File: config.mk
export PLATFORM = sky130hd
export DESIGN_NAME = aopv_ctrl
export DESIGN_NICKNAME = d
export VERILOG_FILES = /design/src/aopv_pkg.sv /design/src/aopv_ctrl.sv
export SDC_FILE = /design/constraint.sdc
export NUM_CORES = 1
export LEC_CHECK = 0
export ABC_CLOCK_PERIOD_IN_PS = 6700
export BUFFER_PORTS_ARGS = -buffer_cell sky130_fd_sc_hd__clkbuf_2
export CORE_UTILIZATION = 39
export DETAILED_ROUTE_END_ITERATION = 8
export PLACE_DENSITY = 0.55
export SLEW_MARGIN = 30
export SYNTH_ARGS = -nofsm -noshare
export SYNTH_HDL_FRONTEND = slang
export SYNTH_SLANG_ARGS = --single-unit
File: constraint.sdc
create_clock -name ref_clk_i -period 6.7 [get_ports ref_clk_i]
set_input_delay 0.67 -clock ref_clk_i [delete_from_list [all_inputs] [get_ports ref_clk_i]]
set_output_delay 0.67 -clock ref_clk_i [all_outputs]
set_load 0.02 [all_outputs]
File: src/aopv_pkg.sv
// package for the audio output power and volume control block
package aopv_pkg;
   // ----------------------------------------
   // register offsets
   // ----------------------------------------
   localparam logic [11:0] OFS_OUTPUT_POWER_CONTROL = 12'h800;
   localparam logic [11:0] OFS_HEADPHONE_SETTINGS = 12'h802;
   localparam logic [11:0] OFS_OUTPUT_AMP_POWERUP_TIME = 12'h804;
   localparam logic [11:0] OFS_CONVERTER_VOLUME = 12'h806;
   localparam logic [11:0] OFS_CONVERTER_BALANCE = 12'h808;
   localparam logic [11:0] OFS_CONVERTER_CHANNEL_MUTE = 12'h80a;
   localparam logic [11:0] OFS_VOLUME_RAMP_RATE = 12'h80c;
   localparam logic [11:0] OFS_OUTPUT_SETTLE_STATUS = 12'h80e;
   localparam logic [11:0] OFS_IRQ_STATUS = 12'h902;
   localparam logic [11:0] OFS_IRQ_ENABLE = 12'h90c;

   // ----------------------------------------
   // field positions
   // ----------------------------------------
   localparam int BIT_LINE_AMP = 0;
   localparam int BIT_HEADPHONE_AMP = 1;
   localparam int BIT_CONVERTER = 2;
   localparam int BIT_COMMON_PIN = 0;
   localparam int BIT_HP_RESERVED = 1;
   localparam int BIT_HP_TIME_LO = 2;
   localparam int BIT_LINE_SETTLED = 0;
   localparam int BIT_HP_SETTLED = 1;
   localparam int BIT_VOL_REACHED = 2;
   localparam int BIT_OUTPUT_READY = 3;

   // ----------------------------------------
   // reset values
   // ----------------------------------------
   localparam logic [7:0] RST_OUTPUT_POWER_CONTROL = 8'h00;
   localparam logic [7:0] RST_HEADPHONE_SETTINGS = 8'h06;
   localparam logic [7:0] RST_OUTPUT_AMP_POWERUP_TIME = 8'h00;
   localparam logic [6:0] RST_CONVERTER_VOLUME = 7'h00;
   localparam logic [7:0] RST_CONVERTER_BALANCE = 8'h00;
   localparam logic [1:0] RST_CHANNEL_MUTE = 2'h3;
   localparam logic [1:0] RST_VOLUME_RAMP_STEP = 2'h1;

   // ----------------------------------------
   // level codes and timing
   // ----------------------------------------
   localparam logic [6:0] VOL_MAX_AUDIBLE = 7'h48;
   localparam logic [3:0] BAL_MUTE = 4'hf;
   localparam logic [7:0] ATT_MUTE = 8'hff;
   localparam int HP_TIME_44K_MS = 23;
   localparam int HP_TIME_48K_MS = 21;
   localparam int HP_TIME_32K_MS = 32;
   localparam int LINE_UNIT_MS = 10;
   localparam int RAMP_SAMPLES_0 = 128;
   localparam int RAMP_SAMPLES_1 = 32;
   localparam int RAMP_SAMPLES_2 = 8;
   localparam int RAMP_SAMPLES_3 = 1;

   typedef enum logic [1:0] {AOPV_FAM_44K, AOPV_FAM_48K, AOPV_FAM_32K} aopv_rate_family_t;

   typedef struct packed {
      logic [11:0] addr;
      logic [7:0] wdata;
      logic wr;
      logic rd;
   } aopv_bus_req_t;

   typedef struct packed {
      logic line_amp_enable;
      logic headphone_amp_enable;
      logic converter_enable;
   } aopv_power_t;
endpackage

File: src/aopv_ctrl.sv
// audio output power sequencing, volume ramping and settle status
`timescale 1ns/10ps
// Summary of operation
// [RQ1] bit 0 of output control powers the line amplifier; resets off
// [RQ2] bit 1 of output control powers the headphone amplifier; resets off
// [RQ3] bit 2 of output control enables the audio converter; resets off
// [RQ4] software writes headphone settings only with converter and headphone amp off
// [RQ5] common pin bit 0: high impedance when 0, drives signal ground when 1
// [RQ6] software writes 0 to reserved headphone bit 1, which resets to 1
// [RQ7] headphone transition 23/21/32 ms per rate family, doubled code 1, quadrupled code 2
// [RQ8] line amplifier power-up time is the setting times 10 ms
// [RQ9] software changes line power-up setting only with line amplifier off
// [RQ10] volume 1 dB steps, 0x00 is 0 dB, 0x48 is -72 dB, above mutes
// [RQ11] balance 4-bit per channel, 2 dB steps to -28 dB, 0x0f mutes
// [RQ12] mute code: 0 none, 1 left, 2 right, 3 both; resets to 3
// [RQ13] level ramps 1 dB per step every 128, 32, 8 or 1 samples
// [RQ14] software changes ramp rate only with converter and headphone amp off
// [RQ15] line settled flag sets when line amplifier active and stable; write 1 clears
// [RQ16] headphone settled flag sets when headphone amp stable on or off; write 1 clears
// [RQ17] volume reached flag sets when a ramp reaches its target; write 1 clears
// [RQ18] no volume reached flag when the effective level does not change
// [RQ19] any status flag becoming set raises the output ready status
// [RQ20] output ready status reads 1 while any output status flag is 1
// [RQ21] output ready interrupt drives the interrupt output only when enabled; enable resets 0
// [RQ22] reset clears all status flags and abandons any ramp at reset volume
module aopv_ctrl #(
   parameter int CLK_HZ = 25000000,
   parameter int SAMPLE_RATE_HZ = 48000,
   parameter int SAMPLE_DIV = CLK_HZ / SAMPLE_RATE_HZ,
   parameter int MS_CYCLES = CLK_HZ / 1000
) (
   input wire logic ref_clk_i,
   input wire logic srst_i,
   input wire aopv_pkg::aopv_bus_req_t bus_i,
   input wire aopv_pkg::aopv_rate_family_t rate_family_i,
   output aopv_pkg::aopv_power_t power_o,
   output logic common_pin_o,
   output logic common_pin_oe_o,
   output logic [7:0] left_atten_o,
   output logic [7:0] right_atten_o,
   output logic sample_tick_o,
   output logic irq_o,
   output logic [7:0] rdata_o
);
   import aopv_pkg::*;

   // ----------------------------------------
   // registers
   // ----------------------------------------
   logic [2:0] power_ctrl_q;
   logic [7:0] hp_set_q;
   logic [7:0] line_units_q;
   logic [6:0] vol_code_q;
   logic [7:0] bal_q;
   logic [1:0] mute_code_q;
   logic [1:0] ramp_step_q;
   logic [2:0] settle_q;
   logic irq_enable_q;
   logic wr_ctl, wr_hp, wr_line, wr_vol, wr_bal, wr_mute, wr_ramp, wr_stat, wr_ien;

   assign wr_ctl = bus_i.wr && bus_i.addr == OFS_OUTPUT_POWER_CONTROL;
   assign wr_hp = bus_i.wr && bus_i.addr == OFS_HEADPHONE_SETTINGS;
   assign wr_line = bus_i.wr && bus_i.addr == OFS_OUTPUT_AMP_POWERUP_TIME;
   assign wr_vol = bus_i.wr && bus_i.addr == OFS_CONVERTER_VOLUME;
   assign wr_bal = bus_i.wr && bus_i.addr == OFS_CONVERTER_BALANCE;
   assign wr_mute = bus_i.wr && bus_i.addr == OFS_CONVERTER_CHANNEL_MUTE;
   assign wr_ramp = bus_i.wr && bus_i.addr == OFS_VOLUME_RAMP_RATE;
   assign wr_stat = bus_i.wr && bus_i.addr == OFS_OUTPUT_SETTLE_STATUS;
   assign wr_ien = bus_i.wr && bus_i.addr == OFS_IRQ_ENABLE;

   always_ff @(posedge ref_clk_i)
   begin
      if (srst_i)
         power_ctrl_q <= RST_OUTPUT_POWER_CONTROL[2:0];
      else if (wr_ctl)
         power_ctrl_q <= bus_i.wdata[2:0]; // RQ1 RQ2 RQ3
   end

   // settings are taken as written; software keeps the power-down order
   always_ff @(posedge ref_clk_i)
   begin
      if (srst_i)
      begin
         hp_set_q <= RST_HEADPHONE_SETTINGS;
         line_units_q <= RST_OUTPUT_AMP_POWERUP_TIME;
         vol_code_q <= RST_CONVERTER_VOLUME;
         bal_q <= RST_CONVERTER_BALANCE;
         mute_code_q <= RST_CHANNEL_MUTE; // RQ12
         ramp_step_q <= RST_VOLUME_RAMP_STEP;
         irq_enable_q <= 1'b0; // RQ21
      end
      else
      begin
         if (wr_hp)
            hp_set_q <= {4'h0, bus_i.wdata[3:0]}; // RQ4 RQ6
         if (wr_line)
            line_units_q <= bus_i.wdata; // RQ9
         if (wr_vol)
            vol_code_q <= bus_i.wdata[6:0];
         if (wr_bal)
            bal_q <= bus_i.wdata;
         if (wr_mute)
            mute_code_q <= bus_i.wdata[1:0];
         if (wr_ramp)
            ramp_step_q <= bus_i.wdata[1:0]; // RQ14
         if (wr_ien)
            irq_enable_q <= bus_i.wdata[BIT_OUTPUT_READY];
      end
   end

   // ----------------------------------------
   // sample tick
   // ----------------------------------------
   logic [15:0] samp_cnt_q;
   logic tick;
   assign tick = samp_cnt_q == 16'(SAMPLE_DIV - 1);

   always_ff @(posedge ref_clk_i)
   begin
      if (srst_i)
         samp_cnt_q <= 16'h0000;
      else
         samp_cnt_q <= tick ? 16'h0000 : samp_cnt_q + 16'h0001;
   end

   // ----------------------------------------
   // power timers
   // ----------------------------------------
   logic [31:0] ms_cnt_q;
   logic ms_tick;
   logic [11:0] line_ms_q;
   logic [7:0] hp_ms_q;
   logic line_on_q, hp_state_q;
   logic line_done, hp_done;
   logic [7:0] hp_target;
   logic [1:0] hp_code;
   assign ms_tick = ms_cnt_q == 32'(MS_CYCLES - 1);
   assign hp_code = hp_set_q[BIT_HP_TIME_LO +: 2];

   always_comb
   begin
      unique case (rate_family_i)
         AOPV_FAM_44K: hp_target = 8'(HP_TIME_44K_MS);
         AOPV_FAM_48K: hp_target = 8'(HP_TIME_48K_MS);
         default: hp_target = 8'(HP_TIME_32K_MS);
      endcase
      // forbidden code 3 held at the x4 time so the 8-bit target never wraps
      hp_target = hp_target << (hp_code == 2'h3 ? 2'h2 : hp_code); // RQ7
   end

   always_ff @(posedge ref_clk_i)
   begin
      if (srst_i)
         ms_cnt_q <= 32'h0000_0000;
      else
         ms_cnt_q <= ms_tick ? 32'h0000_0000 : ms_cnt_q + 32'h0000_0001;
   end

   // line amp: counts up while powered until settled, settled once time reached, then holds
   assign line_done = power_ctrl_q[BIT_LINE_AMP] && !line_on_q &&
                      line_ms_q >= 12'(line_units_q) * 12'(LINE_UNIT_MS); // RQ8
   always_ff @(posedge ref_clk_i)
   begin
      if (srst_i || !power_ctrl_q[BIT_LINE_AMP])
      begin
         line_ms_q <= 12'h000;
         line_on_q <= 1'b0;
      end
      else
      begin
         if (ms_tick && !line_on_q)
            line_ms_q <= line_ms_q + 12'h001;
         if (line_done)
            line_on_q <= 1'b1;
      end
   end

   // headphone: any change of requested state restarts the transition timer
   assign hp_done = hp_state_q != power_ctrl_q[BIT_HEADPHONE_AMP] && hp_ms_q >= hp_target;
   always_ff @(posedge ref_clk_i)
   begin
      if (srst_i)
      begin
         hp_ms_q <= 8'h00;
         hp_state_q <= 1'b0;
      end
      else if (hp_state_q == power_ctrl_q[BIT_HEADPHONE_AMP] || hp_done)
      begin
         hp_ms_q <= 8'h00;
         if (hp_done)
            hp_state_q <= power_ctrl_q[BIT_HEADPHONE_AMP];
      end
      else if (ms_tick && hp_ms_q != 8'hff)
         hp_ms_q <= hp_ms_q + 8'h01;
   end

   // ----------------------------------------
   // volume ramp
   // ----------------------------------------
   logic [7:0] tgt_l, tgt_r, cur_l_q, cur_r_q;
   logic [7:0] step_cnt_q, step_len;
   logic step, ramping_q, reached;

   function automatic logic [7:0] level(input logic [6:0] v, input logic [3:0] b, input logic m);
      logic [8:0] s;
      s = 9'(v) + 9'({b, 1'b0});
      if (m || v > VOL_MAX_AUDIBLE || b == BAL_MUTE || s > 9'(ATT_MUTE))
         level = ATT_MUTE; // RQ10 RQ11
      else
         level = s[7:0];
   endfunction

   assign tgt_l = level(vol_code_q, bal_q[7:4], mute_code_q[0]); // RQ12
   assign tgt_r = level(vol_code_q, bal_q[3:0], mute_code_q[1]);

   always_comb
   begin
      unique case (ramp_step_q)
         2'h0: step_len = 8'(RAMP_SAMPLES_0 - 1);
         2'h1: step_len = 8'(RAMP_SAMPLES_1 - 1);
         2'h2: step_len = 8'(RAMP_SAMPLES_2 - 1);
         2'h3: step_len = 8'(RAMP_SAMPLES_3 - 1);
      endcase
   end
   assign step = tick && step_cnt_q >= step_len;

   // mute maps to full scale; stepping 1 dB through that range reaches it in time
   function automatic logic [7:0] move(input logic [7:0] c, input logic [7:0] t);
      move = c < t ? c + 8'h01 : (c > t ? c - 8'h01 : c);
   endfunction

   always_ff @(posedge ref_clk_i)
   begin
      if (srst_i)
      begin
         step_cnt_q <= 8'h00;
         cur_l_q <= ATT_MUTE; // RQ22
         cur_r_q <= ATT_MUTE;
         ramping_q <= 1'b0;
      end
      else
      begin
         if (tick)
            step_cnt_q <= step ? 8'h00 : step_cnt_q + 8'h01;
         if (step)
         begin
            cur_l_q <= move(cur_l_q, tgt_l); // RQ13
            cur_r_q <= move(cur_r_q, tgt_r);
         end
         ramping_q <= cur_l_q != tgt_l || cur_r_q != tgt_r; // RQ18
      end
   end
   assign reached = ramping_q && cur_l_q == tgt_l && cur_r_q == tgt_r; // RQ17

   // ----------------------------------------
   // status flags, set wins over clear
   // ----------------------------------------
   logic [2:0] set_ev;
   assign set_ev = {reached, hp_done, line_done}; // RQ15 RQ16
   always_ff @(posedge ref_clk_i)
   begin
      if (srst_i)
         settle_q <= 3'h0; // RQ22
      else
         settle_q <= set_ev | (settle_q & ~(wr_stat ? bus_i.wdata[2:0] : 3'h0));
   end

   // ----------------------------------------
   // outputs and read port
   // ----------------------------------------
   always_ff @(posedge ref_clk_i)
   begin
      if (srst_i)
      begin
         power_o <= '0;
         common_pin_o <= 1'b0;
         common_pin_oe_o <= 1'b0;
         left_atten_o <= ATT_MUTE;
         right_atten_o <= ATT_MUTE;
         sample_tick_o <= 1'b0;
         irq_o <= 1'b0;
         rdata_o <= 8'h00;
      end
      else
      begin
         power_o <= '{power_ctrl_q[0], power_ctrl_q[1], power_ctrl_q[2]};
         common_pin_o <= 1'b0;
         common_pin_oe_o <= hp_set_q[BIT_COMMON_PIN]; // RQ5
         left_atten_o <= cur_l_q;
         right_atten_o <= cur_r_q;
         sample_tick_o <= tick;
         irq_o <= irq_enable_q && (|settle_q); // RQ19 RQ20 RQ21
         rdata_o <= 8'h00;
         if (bus_i.rd)
         begin
            unique case (bus_i.addr)
               OFS_OUTPUT_POWER_CONTROL: rdata_o <= {5'h00, power_ctrl_q};
               OFS_HEADPHONE_SETTINGS: rdata_o <= hp_set_q;
               OFS_OUTPUT_AMP_POWERUP_TIME: rdata_o <= line_units_q;
               OFS_CONVERTER_VOLUME: rdata_o <= {1'b0, vol_code_q};
               OFS_CONVERTER_BALANCE: rdata_o <= bal_q;
               OFS_CONVERTER_CHANNEL_MUTE: rdata_o <= {6'h00, mute_code_q};
               OFS_VOLUME_RAMP_RATE: rdata_o <= {6'h00, ramp_step_q};
               OFS_OUTPUT_SETTLE_STATUS: rdata_o <= {5'h00, settle_q};
               OFS_IRQ_STATUS: rdata_o <= {4'h0, |settle_q, 3'h0}; // RQ20
               OFS_IRQ_ENABLE: rdata_o <= {4'h0, irq_enable_q, 3'h0};
               default: rdata_o <= 8'h00;
            endcase
         end
      end
   end
endmodule

* Word-level counts from Yosys, hierarchy flattened
Cells that the tools add are included.
** Operators by class
- Div/mod/pow operators :: 0
- Reduce and logical (&&, ||, !) cells :: 41
- $mul :: 1
- Shift-type cells :: 1
- Equality and inequality tests :: 26
- Bitwise operators :: 4
- Order comparisons :: 10
- Mux-type cells :: 12
- Add/subtract/negate cells :: 11
** Operators by type and width (count)
- 12-bit equality test, second input constant :: 10
- 8-bit case mux with 10 select lines :: 1
- 8-bit 2-to-1 mux :: 7
- 32-bit by 1-bit adder with 32-bit output, second input constant :: 1
- 8-bit by 1-bit adder with 8-bit output, second input constant :: 4
- 32-bit by 15-bit equality test with 1-bit output, second input constant :: 1
- 8-bit case mux with 4 select lines :: 1
- 1-bit logical AND :: 18
- 16-bit by 1-bit adder with 16-bit output, second input constant :: 1
- 7-bit by 5-bit adder with 8-bit output :: 2
- 16-bit by 10-bit equality test with 1-bit output, second input constant :: 1
- 8-bit equality test :: 2
- 8-bit greater-or-equal comparator :: 2
- 8-bit greater-than comparator :: 2
- 8-bit greater-than comparator, second input constant :: 2
- 8-bit < comparator :: 2
- 8-bit != test :: 2
- 8-bit by 1-bit subtractor with 8-bit output, second input constant :: 2
- 12-bit by 1-bit adder with 12-bit output, second input constant :: 1
- 12-bit greater-or-equal comparator :: 1
- 6-bit case mux with 2 select lines :: 1
- 8-bit by 3-bit multiplier with 11-bit output, second input constant :: 1
- 1-bit logical OR :: 9
- 4-bit equality test, second input constant :: 2
- other kinds (19) :: 30
** Storage, ports and cells
- ROM bits :: 0
- Bits of input ports :: 26
- Word-level logic and storage cells :: 134
- Memories :: 0
- Bits in writable memories :: 0
- Output and inout port bits :: 31
- Flip-flop bits (word level) :: 163
- Bits in latches :: 0

* Depth between registers and ports, before layout
- Depth after elaboration :: 9
- Mapped depth :: 20
- Depth with buffers taken out :: 20

* Least setup slack after synthesis
OpenSTA, ideal clock, no wires.
- Path kind :: reg2reg
- Start :: reg vol_code_q[2]
- End :: reg cur_l_q[7]
- Arrival time :: 3.994 ns
- Required time :: 6.577 ns
- Buffers on the path :: 0
- Stages on the path, launching flop included :: 19
- Period minus slack after synthesis :: 4.118 ns
- Setup slack :: 2.582 ns
- Cells stage by stage :: dfxtp_1 ha_1 a21o_1 a21oi_1 nor2b_1 o21ai_0 xnor2_1 nor2_1 ha_1 a21o_1 a21oi_1 nand2_1 ha_1 a21oi_1 o211ai_1 o41ai_1 a21bo_2 a211oi_2 mux2_1
** On the way
- Cells in the longest elaborated chain, start to end :: 8
** RTL lines
- from (decl) :: RTL line aopv_ctrl.sv:53 : logic [6:0] vol_code_q;
- from (signal assigned) :: RTL line aopv_ctrl.sv:99 : vol_code_q <= bus_i.wdata[6:0];
- branches (longest 4 deep; another with 7-bit by 5-bit adder with 8-bit output)
- 8-bit 2-to-1 mux (*) :: RTL line aopv_ctrl.sv:207 : if (m || v > VOL_MAX_AUDIBLE || b == BAL_MUTE || s > 9'(ATT_MUTE))
- 8-bit < comparator or 8-bit greater-than comparator (tied branches) :: RTL line aopv_ctrl.sv:229 : move = c < t ? c + 8'h01 : (c > t ? c - 8'h01 : c);
- 2-bit nonzero test (no line)
- 2-bit AND reduction (no line)
- to (signal assigned) :: RTL line aopv_ctrl.sv:247 : cur_l_q <= move(cur_l_q, tgt_l);
- to (decl) :: RTL line aopv_ctrl.sv:200 : logic [7:0] tgt_l, tgt_r, cur_l_q, cur_r_q;
Mark *: on every way between the ends.
A chain may end at the register's enable or synchronous reset.

* Worst setup path in the final report
- Start :: reg vol_code_q[0]
- End :: reg cur_l_q[7]
Same word-level chain as after synthesis.

==> flow_metrics.py <==
metrics = {
    "sta": {
        "hold_viol": 0,
        "finalWorstSetupSlack_ps": 2040,
        "finClkSkew_ps": 9.52,
        "max_freq_ghz": 0.215,
        "maxSlewViolCount": 0,
        "slew_headroom": 0.594,
        "tns_ps": 0,
        "rsz0062_at_grt": "no",
        "setup_violations": 0,
        "fin_crit_ps": 4660,
        "fin_crit_sh": 0.695,
        "worstMarginPinSlew_ps": 600,
        "worst_hold_slack_ps": 453,
    },
    "yosys": {
        "synth_seq_area_share": 0.363,
        "ys_ff_latch": 163,
        "synth_cells": 1039,
        "syn-cell-area_um2": 8990,
        "synth_edf_count": 0,
        "avgSynthCellArea_um2": 8.66,
        "synthDistinctLibCells": 70,
        "yosysWarnings": 0,
        "synth_ff_type": "dfxtp_1",
        "synth_top_area_frac": 0.363,
        "syn-num-nets": 1153,
        "async_flop_share": 0,
        "synth_area_leader_cell": "dfxtp_1",
        "yosys-top-cells-area": "dfxtp_1 36%, ha_1 12%, nor2_1 5.0%, xor2_1 4.8%, xnor2_1 3.8%",
    },
    "power_and_ir_drop": {
        "p_seq_frac": 0.469,
        "vdd_drop_max_mv": 0.129,
        "p_int_mw": 1.59,
        "power_density_nw_per_um2": 205,
        "p_sw_frac": 0.234,
        "switching_power_uw": 485,
        "clkPwrFrac": 0.505,
        "p_total_mw": 2.08,
        "pwr-share-comb": 0.026,
        "power_leakage_nw": 4.09,
    },
    "clock_network": {
        "cts_setup_buffers": 0,
        "clk_pin_slew_ps": 70,
        "clockBufferDepth": 2,
        "cts_tree": "yes",
        "cts_hold_buf": 0,
        "clock-sinks": 163,
        "ctsHtreeMaxLevel": 4,
        "cts_buffers": 17,
        "clock_latency_ps": 430,
        "cts-resized-gates": 0,
        "clock-root-buffer": "clkbuf_16",
    },
    "floorplan": {
        "die_y_um": 154,
        "die_area_um2": 23700,
        "die_w_um": 154,
        "start_util": 0.397,
        "io-pin-count": 57,
        "core_um2": 22600,
        "core.rowCount": 55,
    },
    "critical_path": {
        "crit-reg2reg-launch": "vol_code_q[0]",
        "start_kind": "flip-flop",
        "reg2reg_depth": 16,
        "crit_end": "cur_l_q[7]",
        "critPathKind": "reg -> reg",
        "cp-end-kind": "flip-flop",
        "reg2reg_to": "cur_l_q[7]",
        "cp_data_required_time_ps": 7020,
        "reg2reg_setup_slack_ps": 2040,
        "path_max_fanout": 8,
        "crit_start": "vol_code_q[0]",
        "worstPathArrival_ps": 4970,
    },
    "routing": {
        "drt-vias-per-instance": 5.21,
        "drc": 0,
        "vias": 7185,
        "drt_pass1_iterations": 5,
        "drt-initial-drc-count": 366,
        "ant_nets": 0,
        "post_drt_wl_per_cell_um": 14.6,
        "wirelength_um": 20200,
    },
    "global_routing": {
        "antenna_found_initial": 0,
        "grt_pass1_wl_um": 34400,
        "gr-usage-all-layers": 0.180,
        "grt_start_max_net_pins": 56,
        "grt_pass1_vias": 6873,
        "grt_overflow": 0,
    },
    "layout": {
        "nets": 1194,
        "drive_above_1_share": 0.116,
        "synthToLayoutAreaGrowth_pct": 12.6,
        "final_common_cell": "dfxtp_1",
        "diodes": 0,
        "final_cell_mix": "163 x dfxtp_1, 120 x nor2_1, 87 x nand2_1",
        "final_util": 0.447,
        "stdcell_area_um2": 10100,
        "final_cells": 1378,
    },
    "placement": {
        "portBuffers": 55,
        "gp_congestion": 0.800,
        "dp.cells": 1346,
        "dp_slack_ps": 2100,
        "hpwl_um": 14800,
        "placed_cell_area_um2": 9500,
    },
    "job": {
        "maxCapViolCount": 0,
    },
    "worst_hold_path": {
        "hold_class": "reg -> reg",
    },
    "status": {
        "status": "completed",
    },
}
[area by class of cell]
type	count	area, µm²
fill	2283	12500
multi-input combinational	793	5390
sequential	163	3260
clock buffer	18	429
tap	285	357
timing repair buffer	62	328
clock inverter	14	191
inverter	43	161
[worst max-delay path, stage by stage (launching register included)]
cell	delay, ps
dfxtp_1	370
o31a_1	310
o31ai_1	370
nand2_1	240
nor2_1	170
ha_1	260
nand2b_1	80
a21oi_1	60
o31ai_1	450
nand2_1	350
ha_1	360
a21oi_1	200
o211ai_1	160
o41ai_1	310
a21bo_2	270
a211oi_2	230
mux2_1	330
[power by group through the flow]
stage          sequential, mW  combinational [mW]  clock (mW)
3_5_place_dp            0.996              0.0539           0
3_3_place_gp            0.996              0.0535           0
5_1_grt                 0.974              0.0598        1.12
4_1_cts                 0.974              0.0541        1.08
6_report                0.974              0.0536        1.05
2_1_floorplan           0.996              0.0329           0
[worst min-delay path by stage]
| stage | endpoint | slack (ps) | cells past startpoint | from |
|---|---|---|---|---|
| 2_1_floorplan | ms_cnt_q[0] | 420 | 1 | ms_cnt_q[0] |
| 3_3_place_gp | ms_cnt_q[0] | 430 | 1 | ms_cnt_q[0] |
| 3_5_place_dp | ms_cnt_q[0] | 440 | 1 | ms_cnt_q[0] |
| 4_1_cts | ms_cnt_q[0] | 450 | 1 | ms_cnt_q[0] |
| 5_1_grt | samp_cnt_q[0] | 470 | 1 | samp_cnt_q[0] |
| 6_report | ms_cnt_q[0] | 450 | 1 | ms_cnt_q[0] |
[layer usage]
layer | part of all wire | vias to the layer above | global-route usage
met3 | 0.026 | 10 | 0.0355
met4 | 0.0072 | 0 | 0.0438
met2 | 0.47 | 91 | 0.301
li1 | - | 3731 | -
met1 | 0.50 | 3353 | 0.236
met5 | 0 | - | 0
[flip-flops by register name (all words and copies together) (netlist names), 2 cells and up]
name           count
mute_code_q        2
settle_q           3
samp_cnt_q        16
power_ctrl_q       3
left_atten_o       8
cur_r_q            8
vol_code_q         7
bal_q              8
right_atten_o      8
line_ms_q         12
hp_set_q           4
power_o            3
hp_ms_q            8
line_units_q       8
ms_cnt_q          32
cur_l_q            8
step_cnt_q         8
rdata_o            8
ramp_step_q        2
[cell families (layout without fill, tap and decap cells)]
kind of cell               count (synthesis)  count (layout)  synth area share
muxes                                     23              23            0.0264
xor gates and xnor gates                  88              88            0.0857
and+or+nand+nor                          419             419             0.233
other                                      1               1          0.000417
DFF                                      163             163             0.363
AOI/OAI and AO/OA                        174             174             0.127
adders and majority gates                 88              88             0.127
buffers and inverters                     83             137            0.0378
[synth_stat cells (all sizes together) (7+ instances only)]
cell and number:
o211ai 12, and2 7, and4 11, ha 83, nor2b 14, o21ai 31, xor2 49, o21bai 8
and3 25, or2 19, a21oi 62, a21o 15, buf 14, a22oi 8, nor2 120, nand2b 7
nor3 9, nand4 31, inv 43, nand3 59, dfxtp 163, nor4 15, clkbuf 26, xnor2 39
nand2 89, mux2i 20
(Power assumes the default switching activity.)
